## src/design/mt_map.svh

```systemverilog
// register offsets, field positions, reset values and timing of the terminal block
`ifndef MT_MAP_SVH
`define MT_MAP_SVH
`define MT_REG_FILT_A   8'h00
`define MT_REG_FILT_B   8'h04
`define MT_REG_POL      8'h08
`define MT_REG_OUT_FN   8'h0C
`define MT_REG_PULSE_FN 8'h20
`define MT_REG_ON_DLY   8'h24
`define MT_REG_OFF_DLY  8'h38
`define MT_REG_MON_LO   8'h4C
`define MT_REG_MON_HI   8'h58
`define MT_REG_STATUS   8'h64
`define MT_REG_FREQ     8'h68
`define MT_N_OUT        8'd5
`define MT_N_MON        8'd3
`define MT_STAT_OUT     16
`define MT_DIN_PULSE    8
`define MT_GRP_A_N      5
`define MT_FILT_RST     6'h05
`define MT_FILT_MIN     6'h01
`define MT_FILT_MAX     6'h32
`define MT_POL_RST      12'h000
`define MT_FN_RST       {7'h05, 7'h04, 7'h3F, 7'h02, 7'h01}
`define MT_FN_MAX       7'h47
`define MT_DLY_MAX      10'h3E8
`define MT_MON_HI_RST   16'hFFFF
`define MT_PULSE_LO     7'h61
`define MT_PULSE_HI     7'h62
`define MT_FREQ_MIN_LO  14'h0001
`define MT_FREQ_MAX_LO  14'h03E8
`define MT_FREQ_MIN_HI  14'h000A
`define MT_FREQ_MAX_HI  14'h2710
`define MT_EDGE_SAT     14'h3FFF
`define MT_CLK_HZ       125000000
`define MT_TICK_MS      1
`define MT_DLY_UNIT_MS  10
`define MT_GATE_MS      10
`define MT_PULSE_MS     500
`define MT_FN_READY     1
`define MT_FN_RUN       2
`define MT_FN_NORMAL    3
`define MT_FN_FAULT     4
`define MT_FN_ALARM     5
`define MT_FN_FLT_ALM   6
`define MT_FN_REVERSE   7
`define MT_FN_RUN_CMD   8
`define MT_FN_ZERO_RUN  9
`define MT_FN_NONZERO   10
`define MT_FN_UNDERV    11
`define MT_FN_REMOTE    12
`define MT_FN_REGEN     14
`define MT_FN_STAGE     19
`define MT_FN_CYC_P     20
`define MT_FN_CYC_L     21
`define MT_FN_CYC_P2    22
`define MT_FN_WOBBLE    23
`define MT_FN_ENC_DIR   24
`define MT_FN_MON_BASE  26
`define MT_FN_MON_STEP  3
`define MT_FN_DIN_BASE  55
`endif

```

## src/design/mt_pkg.sv

```systemverilog
// types shared by the terminal block
package mt_pkg;
	typedef enum logic [0:0] {
		MT_IDLE = 1'b0,
		MT_ACK  = 1'b1
	} mt_bus_type;

	typedef logic [2:0][15:0] mt_mon_type;

	typedef struct packed {
		mt_bus_type       bus;
		logic [31:0]      rdata;
		logic [5:0]       filt_a;
		logic [5:0]       filt_b;
		logic [11:0]      pol;
		logic [4:0][6:0]  fn;
		logic [6:0]       pfn;
		logic [4:0][9:0]  on_dly;
		logic [4:0][9:0]  off_dly;
		logic [2:0][15:0] mon_lo;
		logic [2:0][15:0] mon_hi;
		logic [16:0]      ms_cnt;
		logic [3:0]       tk10;
		logic [8:0][5:0]  db_cnt;
		logic [8:0]       din_f;
		logic [8:0]       din_act;
		logic [8:0]       stg_cnt;
		logic [8:0]       cyc_cnt;
		logic             cyc_lvl;
		logic [2:0]       mon_low;
		logic [2:0]       mon_high;
		logic [4:0][9:0]  dly_cnt;
		logic [4:0]       out;
		logic             pin_d;
		logic [3:0]       gate;
		logic [13:0]      edge_cnt;
		logic [13:0]      freq;
	} mt_state_type;
endpackage

```

## src/design/mt_terminal_io.sv

```systemverilog
// multifunction terminal block: input filter, pulse input, output routing
// How it works
// RULE1: code 97 measures pulses 0.10 to 100.00 kHz
// RULE2: code 98 measures pulses 1.0 to 1000.0 kHz
// RULE3: inputs one to five share filter time
// RULE4: inputs six to nine have second filter time
// RULE5: level change accepted only after stable interval
// RULE6: polarity word, one bit per input
// RULE7: positive active when connected, negative when open
// RULE8: five output selectors, codes 0 to 71
// RULE9: codes 1, 2 follow ready and running
// RULE10: code 3 means no fault and bus normal
// RULE11: codes 4, 5, 6 follow fault, alarm, either
// RULE12: codes 7, 8 follow reverse and run command
// RULE13: code 9 running, zero frequency, current present; code takes run command, not running
// RULE14: code 10 speed or frequency nonzero by mode
// RULE15: codes 11, 12, 14 undervoltage, remote, regeneration
// RULE16: codes 19, 20, 22 give half second pulse
// RULE17: code 21 holds level after full cycle
// RULE18: code 23 wobble beyond frequency limits
// RULE19: code 24 follows encoder direction
// RULE20: codes 26/29/32 set below low, clear above
// RULE21: codes 27/30/33 set above high, clear below
// RULE22: codes 28/31/34 active inside limits inclusive
// RULE23: each output delays turn on and off
// RULE24: reset clears filters, timers, latches and outputs
`timescale 1ns/1ps
`include "mt_map.svh"
module mt_terminal_io #(
	parameter int MS_CYCLES = `MT_CLK_HZ / 1000 * `MT_TICK_MS // 1 ms tick
) (
	input  wire logic           I_CORE_CLK,     // core clock 125 MHz
	input  wire logic           I_RST_N,        // async reset, active low
	input  wire logic           I_WB_CYC,       // wishbone cycle
	input  wire logic           I_WB_STB,       // wishbone strobe
	input  wire logic           I_WB_WE,        // wishbone write enable
	input  wire logic [7:0]     I_WB_ADR,       // wishbone byte address
	input  wire logic [31:0]    I_WB_DAT,       // wishbone write data
	input  wire logic [3:0]     I_WB_SEL,       // wishbone byte lanes
	output logic [31:0]         O_WB_DAT,       // wishbone read data
	output logic                O_WB_ACK,       // wishbone acknowledge
	input  wire logic [8:0]     I_DIN,          // raw inputs, 1 = closed
	input  wire logic           I_READY,        // drive ready to run
	input  wire logic           I_RUNNING,      // drive running
	input  wire logic           I_FAULT,        // fault flag
	input  wire logic           I_ALARM,        // alarm flag
	input  wire logic           I_BUS_OK,       // dc bus voltage normal
	input  wire logic           I_REVERSE,      // motor turns in reverse
	input  wire logic           I_RUN_CMD,      // run command asserted
	input  wire logic           I_FREQ_ZERO,    // output frequency zero
	input  wire logic           I_CURRENT_ON,   // output current present
	input  wire logic           I_SPEED_ZERO,   // rotor speed zero
	input  wire logic           I_VECTOR_MODE,  // closed loop vector mode
	input  wire logic           I_UNDERVOLT,    // undervoltage stop
	input  wire logic           I_REMOTE_CMD,   // commands not from panel
	input  wire logic           I_REGEN,        // regenerative braking
	input  wire logic           I_STAGE_DONE,   // stage done, one pulse
	input  wire logic           I_CYCLE_DONE,   // cycle done, one pulse
	input  wire logic           I_WOBBLE_EN,    // wobble enabled
	input  wire logic           I_WOBBLE_HI,    // wobble above upper limit
	input  wire logic           I_WOBBLE_LO,    // wobble below lower limit
	input  wire logic           I_ENC_DIR,      // divided encoder direction
	input  wire mt_pkg::mt_mon_type I_MON_VAL,  // three monitored values
	output logic [2:0]          O_DOUT,         // digital outputs
	output logic [1:0]          O_RELAY,        // relay drives
	output logic [8:0]          O_DIN_ACT,      // filtered active inputs
	output logic [13:0]         O_PULSE_FREQ    // pulse freq, 0.1 kHz
);
	import mt_pkg::*;

	localparam logic [8:0] PULSE_TICKS = 9'(`MT_PULSE_MS / `MT_TICK_MS);
	localparam logic [3:0] DLY_TICKS = 4'(`MT_DLY_UNIT_MS / `MT_TICK_MS);
	localparam logic [3:0] GATE_TICKS = 4'(`MT_GATE_MS / `MT_TICK_MS);

	mt_state_type st;      // registered state
	mt_state_type nx;      // next state
	logic [127:0] cond;    // status condition per function code
	logic         ms_tick; // one cycle per millisecond
	logic         t10;     // one cycle per delay unit
	logic         pmode;   // pulse input function selected
	logic         take;    // bus request taken this cycle

	// hit test for a block of word registers
	function automatic logic rhit(input logic [7:0] a,
			input logic [7:0] b, input logic [7:0] n);
		rhit = (a >= b) && (a < 8'(b + (n << 2))) && (a[1:0] == 2'h0);
	endfunction

	// word index inside a block of registers
	function automatic logic [2:0] ridx(input logic [7:0] a,
			input logic [7:0] b);
		ridx = 3'((a - b) >> 2);
	endfunction

	// byte lane merge for the 16-bit registers
	function automatic logic [15:0] wmerge(input logic [15:0] o,
			input logic [31:0] d, input logic [3:0] s);
		wmerge = {s[1] ? d[15:8] : o[15:8], s[0] ? d[7:0] : o[7:0]};
	endfunction

	assign ms_tick = st.ms_cnt == 17'(MS_CYCLES - 1);
	assign t10 = ms_tick && (st.tk10 == DLY_TICKS - 4'h1);
	assign pmode = (st.pfn == `MT_PULSE_LO) || (st.pfn == `MT_PULSE_HI);
	assign take = (st.bus == MT_IDLE) && I_WB_CYC && I_WB_STB;

	// status conditions indexed by function code; unlisted codes stay low
	always_comb begin
		cond = '0;
		cond[`MT_FN_READY] = I_READY; // RULE9
		cond[`MT_FN_RUN] = I_RUNNING; // RULE9
		cond[`MT_FN_NORMAL] = !I_FAULT && I_BUS_OK; // RULE10
		cond[`MT_FN_FAULT] = I_FAULT; // RULE11
		cond[`MT_FN_ALARM] = I_ALARM; // RULE11
		cond[`MT_FN_FLT_ALM] = I_FAULT || I_ALARM; // RULE11
		cond[`MT_FN_REVERSE] = I_REVERSE; // RULE12
		cond[`MT_FN_RUN_CMD] = I_RUN_CMD; // RULE12
		cond[`MT_FN_ZERO_RUN] = I_RUN_CMD && I_FREQ_ZERO && I_CURRENT_ON; // RULE13
		// vector mode looks at rotor speed, open loop at frequency
		cond[`MT_FN_NONZERO] = I_VECTOR_MODE ? !I_SPEED_ZERO
			: !I_FREQ_ZERO; // RULE14
		cond[`MT_FN_UNDERV] = I_UNDERVOLT; // RULE15
		cond[`MT_FN_REMOTE] = I_REMOTE_CMD; // RULE15
		cond[`MT_FN_REGEN] = I_REGEN; // RULE15
		cond[`MT_FN_STAGE] = st.stg_cnt != 9'h000; // RULE16
		cond[`MT_FN_CYC_P] = st.cyc_cnt != 9'h000; // RULE16
		cond[`MT_FN_CYC_P2] = st.cyc_cnt != 9'h000; // RULE16
		cond[`MT_FN_CYC_L] = st.cyc_lvl; // RULE17
		cond[`MT_FN_WOBBLE] = I_WOBBLE_EN
			&& (I_WOBBLE_HI || I_WOBBLE_LO); // RULE18
		cond[`MT_FN_ENC_DIR] = I_ENC_DIR; // RULE19
		for (int k = 0; k < 3; k++) begin
			cond[`MT_FN_MON_BASE + `MT_FN_MON_STEP * k] = st.mon_low[k]; // RULE20
			cond[`MT_FN_MON_BASE + `MT_FN_MON_STEP * k + 1] = st.mon_high[k]; // RULE21
			// equality with a limit counts as inside
			cond[`MT_FN_MON_BASE + `MT_FN_MON_STEP * k + 2] =
				(I_MON_VAL[k] >= st.mon_lo[k])
				&& (I_MON_VAL[k] <= st.mon_hi[k]); // RULE22
		end
		for (int i = 0; i < 8; i++) begin
			cond[`MT_FN_DIN_BASE + i] = st.din_act[i];
		end
	end

	// next state: bus slave, filters, timers, latches, output delays
	always_comb begin
		logic [31:0] rd;
		logic [5:0]  lim;
		logic [9:0]  dly;
		logic        req;
		logic [15:0] w;
		rd = 32'h0;
		lim = `MT_FILT_MIN;
		dly = 10'h000;
		req = 1'b0;
		w = 16'h0000;
		nx = st;
		// read mux; unmapped addresses read zero
		if (I_WB_ADR == `MT_REG_FILT_A) begin
			rd[5:0] = st.filt_a;
		end else if (I_WB_ADR == `MT_REG_FILT_B) begin
			rd[5:0] = st.filt_b;
		end else if (I_WB_ADR == `MT_REG_POL) begin
			rd[11:0] = st.pol;
		end else if (I_WB_ADR == `MT_REG_PULSE_FN) begin
			rd[6:0] = st.pfn;
		end else if (I_WB_ADR == `MT_REG_STATUS) begin
			rd[8:0] = st.din_act;
			rd[`MT_STAT_OUT +: 5] = st.out;
		end else if (I_WB_ADR == `MT_REG_FREQ) begin
			rd[13:0] = st.freq;
		end else if (rhit(I_WB_ADR, `MT_REG_OUT_FN, `MT_N_OUT)) begin
			rd[6:0] = st.fn[ridx(I_WB_ADR, `MT_REG_OUT_FN)];
		end else if (rhit(I_WB_ADR, `MT_REG_ON_DLY, `MT_N_OUT)) begin
			rd[9:0] = st.on_dly[ridx(I_WB_ADR, `MT_REG_ON_DLY)];
		end else if (rhit(I_WB_ADR, `MT_REG_OFF_DLY, `MT_N_OUT)) begin
			rd[9:0] = st.off_dly[ridx(I_WB_ADR, `MT_REG_OFF_DLY)];
		end else if (rhit(I_WB_ADR, `MT_REG_MON_LO, `MT_N_MON)) begin
			rd[15:0] = st.mon_lo[ridx(I_WB_ADR, `MT_REG_MON_LO)];
		end else if (rhit(I_WB_ADR, `MT_REG_MON_HI, `MT_N_MON)) begin
			rd[15:0] = st.mon_hi[ridx(I_WB_ADR, `MT_REG_MON_HI)];
		end
		// bus handshake: answer one cycle after the request is taken
		case (st.bus)
			MT_IDLE: begin
				if (take) begin
					nx.bus = MT_ACK;
					nx.rdata = I_WB_WE ? st.rdata : rd;
				end
			end
			MT_ACK: begin
				nx.bus = MT_IDLE;
			end
			default: begin
				nx.bus = MT_IDLE;
			end
		endcase
		// writes; out of range values are dropped so settings stay legal
		if (take && I_WB_WE) begin
			if (I_WB_ADR == `MT_REG_FILT_A) begin
				w = wmerge(16'(st.filt_a), I_WB_DAT, I_WB_SEL);
				if (w >= 16'(`MT_FILT_MIN) && w <= 16'(`MT_FILT_MAX)) begin
					nx.filt_a = w[5:0]; // RULE3
				end
			end else if (I_WB_ADR == `MT_REG_FILT_B) begin
				w = wmerge(16'(st.filt_b), I_WB_DAT, I_WB_SEL);
				if (w >= 16'(`MT_FILT_MIN) && w <= 16'(`MT_FILT_MAX)) begin
					nx.filt_b = w[5:0]; // RULE4
				end
			end else if (I_WB_ADR == `MT_REG_POL) begin
				w = wmerge(16'(st.pol), I_WB_DAT, I_WB_SEL);
				nx.pol = w[11:0]; // RULE6
			end else if (I_WB_ADR == `MT_REG_PULSE_FN) begin
				w = wmerge(16'(st.pfn), I_WB_DAT, I_WB_SEL);
				nx.pfn = w[6:0];
			end else if (rhit(I_WB_ADR, `MT_REG_OUT_FN, `MT_N_OUT)) begin
				w = wmerge(16'(st.fn[ridx(I_WB_ADR, `MT_REG_OUT_FN)]),
					I_WB_DAT, I_WB_SEL);
				if (w <= 16'(`MT_FN_MAX)) begin
					nx.fn[ridx(I_WB_ADR, `MT_REG_OUT_FN)] = w[6:0]; // RULE8
				end
			end else if (rhit(I_WB_ADR, `MT_REG_ON_DLY, `MT_N_OUT)) begin
				w = wmerge(16'(st.on_dly[ridx(I_WB_ADR, `MT_REG_ON_DLY)]),
					I_WB_DAT, I_WB_SEL);
				if (w <= 16'(`MT_DLY_MAX)) begin
					nx.on_dly[ridx(I_WB_ADR, `MT_REG_ON_DLY)] = w[9:0];
				end
			end else if (rhit(I_WB_ADR, `MT_REG_OFF_DLY, `MT_N_OUT)) begin
				w = wmerge(16'(st.off_dly[ridx(I_WB_ADR, `MT_REG_OFF_DLY)]),
					I_WB_DAT, I_WB_SEL);
				if (w <= 16'(`MT_DLY_MAX)) begin
					nx.off_dly[ridx(I_WB_ADR, `MT_REG_OFF_DLY)] = w[9:0];
				end
			end else if (rhit(I_WB_ADR, `MT_REG_MON_LO, `MT_N_MON)) begin
				nx.mon_lo[ridx(I_WB_ADR, `MT_REG_MON_LO)] = wmerge(
					st.mon_lo[ridx(I_WB_ADR, `MT_REG_MON_LO)], I_WB_DAT,
					I_WB_SEL);
			end else if (rhit(I_WB_ADR, `MT_REG_MON_HI, `MT_N_MON)) begin
				nx.mon_hi[ridx(I_WB_ADR, `MT_REG_MON_HI)] = wmerge(
					st.mon_hi[ridx(I_WB_ADR, `MT_REG_MON_HI)], I_WB_DAT,
					I_WB_SEL);
			end
		end
		// millisecond and delay unit timebase
		nx.ms_cnt = ms_tick ? 17'h00000 : 17'(st.ms_cnt + 17'h00001);
		if (t10) begin
			nx.tk10 = 4'h0;
		end else if (ms_tick) begin
			nx.tk10 = st.tk10 + 4'h1;
		end
		// debounce: any bounce restarts the count, so only stable levels pass
		for (int i = 0; i < 9; i++) begin
			lim = (i < `MT_GRP_A_N) ? st.filt_a : st.filt_b; // RULE3 RULE4
			if (I_DIN[i] == st.din_f[i]) begin
				nx.db_cnt[i] = 6'h00; // RULE5
			end else if (ms_tick) begin
				// one tick past the limit: the level held the whole interval
				if (st.db_cnt[i] + 6'h01 > lim) begin
					nx.din_f[i] = I_DIN[i]; // RULE5
					nx.db_cnt[i] = 6'h00;
				end else begin
					nx.db_cnt[i] = st.db_cnt[i] + 6'h01;
				end
			end
		end
		// a set bit inverts: open contact then counts as active
		nx.din_act = st.din_f ^ st.pol[8:0]; // RULE6 RULE7
		if (pmode) begin
			// the pulse pin carries no level function in pulse mode
			nx.din_f[`MT_DIN_PULSE] = 1'b0;
			nx.din_act[`MT_DIN_PULSE] = 1'b0;
		end
		// pulse frequency: rising edges counted over a 10 ms gate
		nx.pin_d = I_DIN[`MT_DIN_PULSE];
		if (!pmode) begin
			nx.gate = 4'h0;
			nx.edge_cnt = 14'h0000;
			nx.freq = 14'h0000;
		end else begin
			if (I_DIN[`MT_DIN_PULSE] && !st.pin_d
					&& st.edge_cnt != `MT_EDGE_SAT) begin
				nx.edge_cnt = st.edge_cnt + 14'h0001;
			end
			if (ms_tick) begin
				nx.gate = st.gate + 4'h1;
				if (st.gate == GATE_TICKS - 4'h1) begin
					nx.gate = 4'h0;
					// an edge on the restart cycle opens the next window
					nx.edge_cnt = nx.edge_cnt - st.edge_cnt;
					if (st.pfn == `MT_PULSE_LO) begin
						// out of band trains read as zero or clip
						nx.freq = (st.edge_cnt < `MT_FREQ_MIN_LO) ? 14'h0000
							: (st.edge_cnt > `MT_FREQ_MAX_LO) ? `MT_FREQ_MAX_LO
							: st.edge_cnt; // RULE1
					end else begin
						nx.freq = (st.edge_cnt < `MT_FREQ_MIN_HI) ? 14'h0000
							: (st.edge_cnt > `MT_FREQ_MAX_HI) ? `MT_FREQ_MAX_HI
							: st.edge_cnt; // RULE2
					end
				end
			end
		end
		// half second pulses; a new event restarts the pulse
		if (I_STAGE_DONE) begin
			nx.stg_cnt = PULSE_TICKS; // RULE16
		end else if (ms_tick && st.stg_cnt != 9'h000) begin
			nx.stg_cnt = st.stg_cnt - 9'h001;
		end
		if (I_CYCLE_DONE) begin
			nx.cyc_cnt = PULSE_TICKS; // RULE16
		end else if (ms_tick && st.cyc_cnt != 9'h000) begin
			nx.cyc_cnt = st.cyc_cnt - 9'h001;
		end
		// level held until the run command drops; a new cycle wins
		if (I_CYCLE_DONE) begin
			nx.cyc_lvl = 1'b1; // RULE17
		end else if (!I_RUN_CMD) begin
			nx.cyc_lvl = 1'b0;
		end
		// hysteresis latches
		for (int k = 0; k < 3; k++) begin
			if (I_MON_VAL[k] < st.mon_lo[k]) begin
				nx.mon_low[k] = 1'b1; // RULE20
				nx.mon_high[k] = 1'b0; // RULE21
			end else if (I_MON_VAL[k] > st.mon_hi[k]) begin
				nx.mon_low[k] = 1'b0; // RULE20
				nx.mon_high[k] = 1'b1; // RULE21
			end
		end
		// output delays in 10 ms units; zero switches next cycle
		for (int k = 0; k < 5; k++) begin
			req = cond[st.fn[k]];
			dly = req ? st.on_dly[k] : st.off_dly[k];
			if (req == st.out[k]) begin
				nx.dly_cnt[k] = 10'h000;
			end else if (st.dly_cnt[k] >= dly) begin
				nx.out[k] = req; // RULE23
				nx.dly_cnt[k] = 10'h000;
			end else if (t10) begin
				nx.dly_cnt[k] = st.dly_cnt[k] + 10'h001; // RULE23
			end
		end
	end

	// state register; reset loads constants only
	always_ff @(posedge I_CORE_CLK or negedge I_RST_N) begin
		if (!I_RST_N) begin
			st <= '0; // RULE24
			st.filt_a <= `MT_FILT_RST;
			st.filt_b <= `MT_FILT_RST;
			st.pol <= `MT_POL_RST;
			st.fn <= `MT_FN_RST;
			st.mon_hi <= {3{`MT_MON_HI_RST}};
		end else begin
			st <= nx;
		end
	end

	assign O_WB_ACK = st.bus == MT_ACK;
	assign O_WB_DAT = st.rdata;
	assign O_DOUT = st.out[2:0];
	assign O_RELAY = st.out[4:3];
	assign O_DIN_ACT = st.din_act;
	assign O_PULSE_FREQ = st.freq;
endmodule

```

## config.mk

```make
export PLATFORM = sky130hd
export DESIGN_NAME = mt_terminal_io
export DESIGN_NICKNAME = d
export VERILOG_FILES = /design/src/design/mt_pkg.sv /design/src/design/mt_terminal_io.sv
export VERILOG_INCLUDE_DIRS = /design/src /design/src/design
export SDC_FILE = /design/constraint.sdc
export NUM_CORES = 1
export LEC_CHECK = 0
export ABC_CLOCK_PERIOD_IN_PS = 6600
export BUFFER_PORTS_ARGS = -buffer_cell sky130_fd_sc_hd__buf_4
export CORE_AREA = 2 2 377 379
export CTS_BUF_LIST = sky130_fd_sc_hd__clkbuf_4 sky130_fd_sc_hd__clkbuf_8
export DETAILED_ROUTE_END_ITERATION = 6
export DIE_AREA = 0 0 379 381
export PLACE_DENSITY_LB_ADDON = 0.25
export SLEW_MARGIN = 20
export SYNTH_ARGS = -nofsm -noshare
export SYNTH_HDL_FRONTEND = slang
export SYNTH_SLANG_ARGS = --single-unit
```

## constraint.sdc

```tcl
create_clock -name I_CORE_CLK -period 6.6 [get_ports I_CORE_CLK]
set_clock_uncertainty 0.05 [all_clocks]
set_input_delay 0 -clock I_CORE_CLK [delete_from_list [all_inputs] [get_ports I_CORE_CLK]]
set_output_delay 0 -clock I_CORE_CLK [all_outputs]
set_load 0.03 [all_outputs]
```

* Word-level counts from Yosys, hierarchy flattened *
Index checks and enable logic that the tools add are counted.
W data, S select, Z words.

cells by class
  $add $sub $neg = 26
  multiplexer cells = 182
  divide/modulo/power cells = 0
  bitwise logic cells = 24
  eq/ne operators = 29
  $mul = 0
  reduce and logical (&&, ||, !) cells = 91
  magnitude comparators = 62
  shift operators = 0

operators with widths
  operator                 number
  $mux W10                 33
  $mux W16                 15
  $mux W14                 14
  $mux W6                  31
  $mux W9                  13
  $bwmux W50               2
  $bwmux W48               2
  $mux W32                 3
  $mux W8                  12
  $bmux W16 S2             2
  $demux W16 S2            2
  $bmux W10 S3             2
  $demux W10 S3            2
  $add A6 B1 Y6 const B    9
  $gt A6 B6 Y1             9
  $add A10 B1 Y10 const B  5
  $ge A10 B10 Y1           5
  $ge A16 B16 Y1           3
  $gt A16 B16 Y1           3
  $le A16 B16 Y1           3
  $lt A16 B16 Y1           3
  $lt A7 B8 Y1 const B     5
  $bmux W1 S7              5
  $bwmux W35               1
  67 further kinds         230

storage, ports and cells
  output and inout port bits = 61
  register bits after elaboration = 490
  bits of input ports = 126
  memories = 0
  bits in read-only memories = 0
  word-level logic and storage cells = 486
  RAM bits = 0
  latch bits = 0

* Longest topological paths before layout *
Gate-level depths: netlist of run 1.

  depth after elaboration = 44
  mapped depth = 22

* Worst setup path before layout of run 1 *
No wires, ideal clock.

  path type = reg-to-reg
  start point = register st[227] in the netlist's numbering
  end point = register st[48] in the netlist's numbering
  path slack = 1,680 ps
  period minus slack after synthesis = 4,920 ps
  cell stages (with the launch flop) = 22
  required time = 6,472 ps
  path buffers = 2
  data arrival time = 4,792 ps
  cell sequence = dfstp_2 -> inv_1 -> ha_1 -> a211oi_1 -> o211ai_1 -> a221o_1 -> and3_1 -> clkbuf_1 -> o311ai_0 -> a31oi_1 -> nor3_1 -> mux2_2 -> ha_1 -> nand2b_1 -> a21o_1 -> a21o_1 -> a211oi_1 -> o31ai_1 -> a211o_1 -> or4_1 -> clkbuf_1 -> a21oi_1

between the ends
  cells in the longest elaborated chain, start to end = 8
  elaborated cells on any way between the ends = 10
  those cells by class = order compare (2); eq/ne (1); mux (5); reduce/logical (2)

RTL lines
  what                               line                   source
  start, declared                    mt_terminal_io.sv:75   mt_state_type st;
  start signal, assigned             mt_terminal_io.sv:354  st <= nx;
  $le A16 B16 Y1 (*)                 mt_terminal_io.sv:137  && (I_MON_VAL[k] <= st.mon_hi[k]);
  $logic_and A1 B1 Y1 (*)            mt_terminal_io.sv:137
  $bmux W1 S7 (*)                    mt_terminal_io.sv:331  req = cond[st.fn[k]];
  $mux W1 (not written as such) (*)  mt_terminal_io.sv:331
  $mux W10                           mt_terminal_io.sv:332  dly = req ? st.on_dly[k] : st.off_dly[k];
  $ge A10 B10 Y1                     mt_terminal_io.sv:335  end else if (st.dly_cnt[k] >= dly) begin
  $mux W10                           mt_terminal_io.sv:335
  $mux W10                           mt_terminal_io.sv:333  if (req == st.out[k]) begin

Every way passes the cells marked *; elsewhere a longest branch is shown, timed or not. The select of a mux whose other input is x is not followed.
A chain may end at the register's enable or synchronous reset.

* Worst setup path after layout of run 1 *
  start point = register st[220] in the netlist's numbering
  end point = register st, in the netlist O_RELAY[1]

between the ends
  cells in the longest elaborated chain, start to end = 7
  elaborated cells on any way between the ends = 9
  those cells by class = order compare (2); eq/ne (1); mux (3); bitwise (1); reduce/logical (2)

RTL lines
  what                                                 line
  $le A16 B16 Y1 (*)                                   mt_terminal_io.sv:137
  $logic_and A1 B1 Y1 (*)                              mt_terminal_io.sv:137
  $bmux W1 S7 (*)                                      mt_terminal_io.sv:331
  $mux W1 (not written as such) (*)                    mt_terminal_io.sv:331
  $mux W10 / $eq A1 B1 Y1 (equally long branches)      mt_terminal_io.sv:332, mt_terminal_io.sv:333
  $ge A10 B10 Y1 / $not A1 Y1 (equally long branches)  --
  $reduce_and A2 Y1 (no line)                          --

Marks and branches as above.

==> run summary, run 1 <==
VDD IR max - 0.148 mV
gr usage total - 16.5%
CP max stage delay - 720 ps
final WL - 121000 um
EDFF count, synth - 0
pwr dens - 184 nW/um2
CP required - 7220 ps
later-pin clock latency in the skew report - 800 ps
DR DRC count - 0
# port buffers - 157
total power - 7270 uW
fraction of layout cells with a size suffix above 1 - 19.6%
FMAX - 0.170 GHz
critical path data arrival time - 6500 ps
Comb pwr share - 8.7%
switching portion of total power - 26.9%
Rows - 138
GPL Wtd Cong - 0.898
met3 usage - 3.86%
Max Cap Viol - 0
Worst path most repeated cell - o21ai_0
met2 GRT Util - 25.1%
syn_area_per_cell - 9.78 um2
Slew Limit Fails - 0
Worst slew margin - 17.1%
critical path endpoint category - flip-flop
leak pwr - 0.0171 uW
reg2reg start - st[220]
Congestion Overflow GR - 0
initial antenna violation count - 18
vias per cell - 4.98
global routing usage on met1 - 23.6%
Iter 0 DRT Violations - 2306
most frequent cells in the layout - dfrtp_1 (427), nand2_1 (261), ha_1 (244), o21ai_0 (217), buf_4 (203)
Final ANT Viol Nets - 0
root buffer cell - clkbuf_8
Setup crit end - O_RELAY[1]
status - completed
Die Y - 381 um
IO Pins - 187
Crit path buffers/inverters - 2
Die W - 379 um
first-pass detailed-route iteration total - 5
Core Util, Final - 28.1%
setup_tns - 0 ps
yosys warns - 0
CTS Sinks - 490
Final min period - 5880 ps
CTS tree - done
CTS max path bufs - 3
startpoint type of the worst setup path - flip-flop
FF-to-FF End - O_RELAY[1]
Nets - 3956
crit path kind - flip-flop to flip-flop
grt peak-use layer - met2
drt wl/cell - 21.7 um
routed via count - 27721
Starting Density - 23.8%
Filler cells - 14999
sw power - 1960 uW
dominant synthesized flop cell - dfrtp_1
Worst R2R Setup Slack - 720 ps
Final Hold Viols - 0
measured slew at the worst slew-check pin - 1210 ps
register share of total power - 41.9%
WP depth - 19
RSZ-0062 raised after global routing - no
Post-CTS Setup Repair Bufs - 0
period utilization - 89.0%
Die ar. - 144000 um2
CP top delay family - simple AND/OR/NAND/NOR gates
cell count after synthesis - 3419
slowest stage cell, crit path - nor4_2
first-pass GRT wire length - 181000 um
Worst Hold Class - primary input to flip-flop
pin count of the biggest net entering global routing - 130
Clock H-tree levels - 3
Clk pwr share - 49.4%
Seq cells post-synth - 490
CP Cell Sequence - inv_1 > ha_1 > nand4_1 > or4_1 > nor3_1 > o21ai_0 > o211a_1 > nor4_2 > mux2_2 > ha_1 > nand2b_1 > a21oi_1 > nor2b_1 > o21ai_0 > a21oi_1 > o41ai_2 > buf_4 > o21ai_0 > mux2_2
Worst Setup SP - st[220]
Worst-path clk slew - 60 ps
register area share after synthesis - 36.9%
Pint - 5320 uW
CP Max Fanout - 21
CTS Buf Count - 97
vias in the first global route - 27400
asr flop ratio synth - 100%
most common cell after layout, fill and taps aside - dfrtp_1
mapped cell area - 33400 um2
dpl hpwl - 89700 um
core region area - 141000 um2
R2R cell count - 19
Setup Viol. Count Final - 0
Synth-to-Final Area Change - 18.1%
Netlist cell types - 99
cells by family after synthesis:
kind of cell | count (synthesis) | synth area share (%)
muxes | 379 | 13.2
and+or+nand+nor | 878 | 13.3
buffers and inverters | 428 | 5.72
adders and majority gates | 246 | 9.23
AOI/OAI and AO/OA | 851 | 17.8
DFF | 490 | 36.9
xor gates and xnor gates | 146 | 3.85
other | 1 | 0.0112
metal layers:
metal | vias to the layer above | part of all wire [%]
met5 | - | 0.050
met4 | 10 | 1.8
met3 | 170 | 6.8
met2 | 812 | 44
met1 | 13836 | 48
li1 | 12893 | -
worst min path at each step:
stage / slack, ps / from / cells past startpoint / end
2_1_floorplan: -350 / I_RST_N / 0 / O_DIN_ACT[0]
6_report: 40 / I_DIN[2] / 3 / st[124]
3_5_place_dp: -4 / I_RST_N / 1 / st[168]
3_3_place_gp: -7 / I_RST_N / 1 / st[168]
5_1_grt: 40 / I_DIN[2] / 3 / st[124]
4_1_cts: 3 / I_WB_DAT[2] / 3 / st[464]
worst register-to-register path, stage by stage, from the launching register on:
cell,delay [ps]
dfstp_2,550
inv_1,50
ha_1,300
nand4_1,190
or4_1,540
nor3_1,490
o21ai_0,380
o211a_1,320
nor4_2,720
mux2_2,430
ha_1,260
nand2b_1,140
a21oi_1,130
nor2b_1,60
o21ai_0,150
a21oi_1,110
o41ai_2,200
buf_4,290
o21ai_0,130
mux2_2,290
cell usage after synthesis (41+ instances only):
master | count | area share [%]
xor2_1 | 69 | 1.8
dfstp_2 | 63 | 5.0
buf_4 | 64 | 1.4
o21ai_0 | 217 | 3.2
nor2_1 | 173 | 1.9
a21oi_1 | 123 | 1.8
dfrtp_1 | 427 | 32
o211ai_1 | 44 | 0.99
a22o_1 | 68 | 1.8
nand3_1 | 76 | 1.1
mux2i_1 | 135 | 4.0
nand2b_1 | 42 | 0.79
xnor2_1 | 76 | 2.0
mux2_2 | 177 | 6.0
nor3_1 | 41 | 0.61
inv_1 | 181 | 2.0
nand4_1 | 55 | 1.0
clkbuf_1 | 143 | 1.6
nand2_1 | 261 | 2.9
ha_1 | 245 | 9.2
o21a_1 | 61 | 1.4
registers in the layout (all words and copies together), names as in the netlist:
name and count:
O_RELAY 2, O_WB_DAT 21, O_DIN_ACT 9, cond 7, O_WB_ACK 1, st 433, O_DOUT 3, O_PULSE_FREQ 14
power groups by stage:
| stage | sequential (uW) | clock [uW] | combinational (uW) |
|---|---|---|---|
| finish | 3050 | 3590 | 632 |
| global route | 3050 | 3810 | 685 |
| CTS | 3050 | 3690 | 633 |
| detailed placement | 3100 | 0 | 580 |
| global placement | 3100 | 0 | 579 |
| floorplan | 3090 | 0 | 296 |
metrics by stage:
stage	instance area (um2)	setup slack, ps	instances	hold WS (ps)
final	39500	724	5565	43.4
after CTS	39400	781	5553	3.21
after global placement	36200	712	5281	-7.21
after detailed placement	36200	757	5281	-4.12
after global routing	39500	488	5563	38.3
after floorplan	33500	1680	3429	-346
cell type report:
cell class | instances | area (um2) | share of cell area [%]
multi-input combinational | 2511 | 19300 | 48.8
sequential | 490 | 12300 | 31.3
timing repair buffer | 300 | 2540 | 6.44
tap | 1890 | 2360 | 5.99
clock buffer | 157 | 1950 | 4.94
inverter | 184 | 691 | 1.75
clock inverter | 22 | 279 | 0.707
antenna | 11 | 27.5 | 0.0697
timing repair:
action                    4_1_cts  5_1_grt
gates resized for setup         0        0
hold endpoints to repair      631        0
hold buffers                   93        0
(Power assumes the default switching activity.)
==> inputs of run 2 (changes only) <==
--- a/config.mk
+++ b/config.mk
@@ -6,7 +6,7 @@
 export SDC_FILE = /design/constraint.sdc
 export NUM_CORES = 1
 export LEC_CHECK = 0
-export ABC_CLOCK_PERIOD_IN_PS = 6600
+export ABC_CLOCK_PERIOD_IN_PS = 7600
 export BUFFER_PORTS_ARGS = -buffer_cell sky130_fd_sc_hd__buf_4
 export CORE_AREA = 2 2 377 379
 export CTS_BUF_LIST = sky130_fd_sc_hd__clkbuf_4 sky130_fd_sc_hd__clkbuf_8
==> constraint.sdc (replaced) <==
create_clock -name I_CORE_CLK -period 7.6 [get_ports I_CORE_CLK]
set_clock_uncertainty 0.05 [all_clocks]
set_input_delay 0 -clock I_CORE_CLK [delete_from_list [all_inputs] [get_ports I_CORE_CLK]]
set_output_delay 0 -clock I_CORE_CLK [all_outputs]
set_load 0.03 [all_outputs]
==> run summary, run 2 (same netlist as run 1, synthesis figures left out) <==
CP Cell Sequence - inv_1 > ha_1 > and3_1 > nor4b_1 > nand2_1 > and3_1 > o311ai_0 > a31oi_1 > nor3_2 > buf_4 > mux2_2 > ha_1 > nand2b_1 > a21o_1 > a21o_1 > a211oi_1 > o31ai_1 > a211o_1 > or4_1 > a21oi_1
first-pass detailed-route iteration total - 7 (+2)
crit path kind - flip-flop to flip-flop
initial antenna violation count - 17 (-1)
Setup crit end - st[57]
measured slew at the worst slew-check pin - 1250 ps (+40.5 ps)
Rows - 138 (unchanged)
dpl hpwl - 89100 um (-0.71%)
Worst slew margin - 14.3% (-2.8 points)
final WL - 121000 um (+0.31%)
Filler cells - 14932 (-0.45%)
drt wl/cell - 21.9 um (+1.1%)
CTS max path bufs - 3 (unchanged)
CP required - 8170 ps (+950 ps)
Synth-to-Final Area Change - 16.9%
Worst R2R Setup Slack - 1290 ps (+560 ps)
Sequential Area - 12300 um2 (unchanged)
pin count of the biggest net entering global routing - 133 (+2.3%)
R2R cell count - 20 (+1)
Die Y - 381 um (unchanged)
setup_tns - 0 ps (unchanged)
GPL Wtd Cong - 0.900 (+0.23%)
Iter 0 DRT Violations - 2283 (-1.0%)
DR DRC count - 0 (unchanged)
CTS tree - done
routed via count - 27423 (-1.1%)
most common cell after layout, fill and taps aside - dfrtp_1
Slew Limit Fails - 0 (unchanged)
IO Pins - 187 (unchanged)
Final Hold Viols - 0 (unchanged)
fraction of layout cells with a size suffix above 1 - 19.5% (-0.098 points)
startpoint type of the worst setup path - flip-flop
RSZ-0062 raised after global routing - no
WHS - 45.5 ps (+2.14 ps)
Final min period - 6310 ps (+439 ps)
Die W - 379 um (unchanged)
# resized after CTS - 0 (unchanged)
period utilization - 83.1% (-5.9 points)
CP top delay family - simple AND/OR/NAND/NOR gates
Setup Viol. Count Final - 0 (unchanged)
most frequent cells in the layout - dfrtp_1 (427), nand2_1 (261), ha_1 (244), o21ai_0 (217), buf_4 (196)
Worst Hold Class - primary input to flip-flop
status - completed
critical path endpoint category - flip-flop
later-pin clock latency in the skew report - 760 ps (-40 ps)
reg2reg start - st[236]
CP Max Fanout - 10 (-52%)
vias in the first global route - 27209 (-0.70%)
critical path data arrival time - 6890 ps (+390 ps)
Nets - 3925 (-0.78%)
Die ar. - 144000 um2 (unchanged)
Largest register FFs - 433 (unchanged)
vias per cell - 4.96 (-0.34%)
VDD IR max - 0.102 mV (-31%)
Clock H-tree levels - 3 (unchanged)
first-pass GRT wire length - 180000 um (-0.59%)
Congestion Overflow GR - 0 (unchanged)
core region area - 141000 um2 (unchanged)
slowest stage cell, crit path - or4_1
WP depth - 20 (+1)
FMAX - 0.158 GHz (-6.9%)
Crit path buffers/inverters - 2 (unchanged)
Starting Density - 23.8% (unchanged)
root buffer cell - clkbuf_8
Worst Setup SP - st[236]
CTS Buf Count - 95 (-2.1%)
Final ANT Viol Nets - 0 (unchanged)
gr usage total - 16.4% (-0.087 points)
leak pwr - 0.0170 uW (-0.89%)
CTS Sinks - 490 (unchanged)
FF-to-FF End - st[57]
register bank with the most flops - st
pwr dens - 158 nW/um2 (-14%)
Max Cap Viol - 0 (unchanged)
# port buffers - 157 (unchanged)
CP max stage delay - 600 ps (-120 ps)
multi-input logic area - 19300 um2 (about the same)
Worst-path clk slew - 60 ps (about the same)
run 2: cell count changes in the layout (fill, tap and decap cells not counted), sizes merged:
cell	before	now
clkbuf	157	163
clkinvlp	3	0
bufinv	5	2
dlygate4sd3	92	70
diode	11	3
inv	185	182
buf	208	200
run 2: layer usage:
layer  global-route usage [%]  part of all wire (%)  wire length [um]  vias to the layer above
li1                         -                     -                 -                    12821
met1                     23.1                    46             56200                    13553
met2                     24.3                    43             52100                      829
met3                     4.47                   7.7              9340                      204
met4                     4.90                   2.8              3420                       16
met5                    0.606                  0.17               207                        -
run 2: how the worst min path moves through the flow:
stage | to | cells past startpoint | slack [ps] | startpoint
2_1_floorplan | O_DIN_ACT[0] | 0 | -350 | I_RST_N
3_3_place_gp | st[168] | 1 | 80 | I_RST_N
3_5_place_dp | st[168] | 1 | 80 | I_RST_N
4_1_cts | st[96] | 3 | 0.7 | I_CYCLE_DONE
6_report | st[96] | 3 | 50 | I_CYCLE_DONE
5_1_grt | st[123] | 3 | 30 | I_DIN[1]
run 2: final cells by class:
cell class                      count  area share [%]
Clock inverter                     13           0.368
Multi-Input combinational cell   2511            49.3
Inverter                          184            1.77
Sequential cell                   490            31.6
Clock buffer                      162            5.11
Timing Repair Buffer              271            5.78
Tap cell                         1890            6.05
Antenna cell                        3          0.0192
run 2: power breakdown:
group          switching [uW]  internal, uW  total [uW]
logic                     356           182         538
registers                22.5          2630        2650
clock network            1270          1720        2990
run 2: worst min-delay path: stages:
cell and delay [ps]:
dlygate4sd3_1 540, buf_4 160, a211oi_1 50
run 2: what timing repair did:
item                      4_1_cts  5_1_grt
hold buffers                   71        0
hold endpoints to repair      316        0
setup buffers                   0        0
run 2: through the flow:
stage / util [%] / cell area, um2 / setup slack [ps] / instances / total power [uW]
final: 27.8 / 39100 / 1290 / 5524 / 6180
after global routing: 27.8 / 39100 / 977 / 5523 / 6420
after CTS: 27.8 / 39100 / 1230 / 5520 / 6270
after detailed placement: 25.7 / 36200 / 1280 / 5274 / 3200
after global placement: 25.7 / 36200 / 1310 / 5274 / 3190
after floorplan: - / 33500 / 2680 / 3429 / 2940
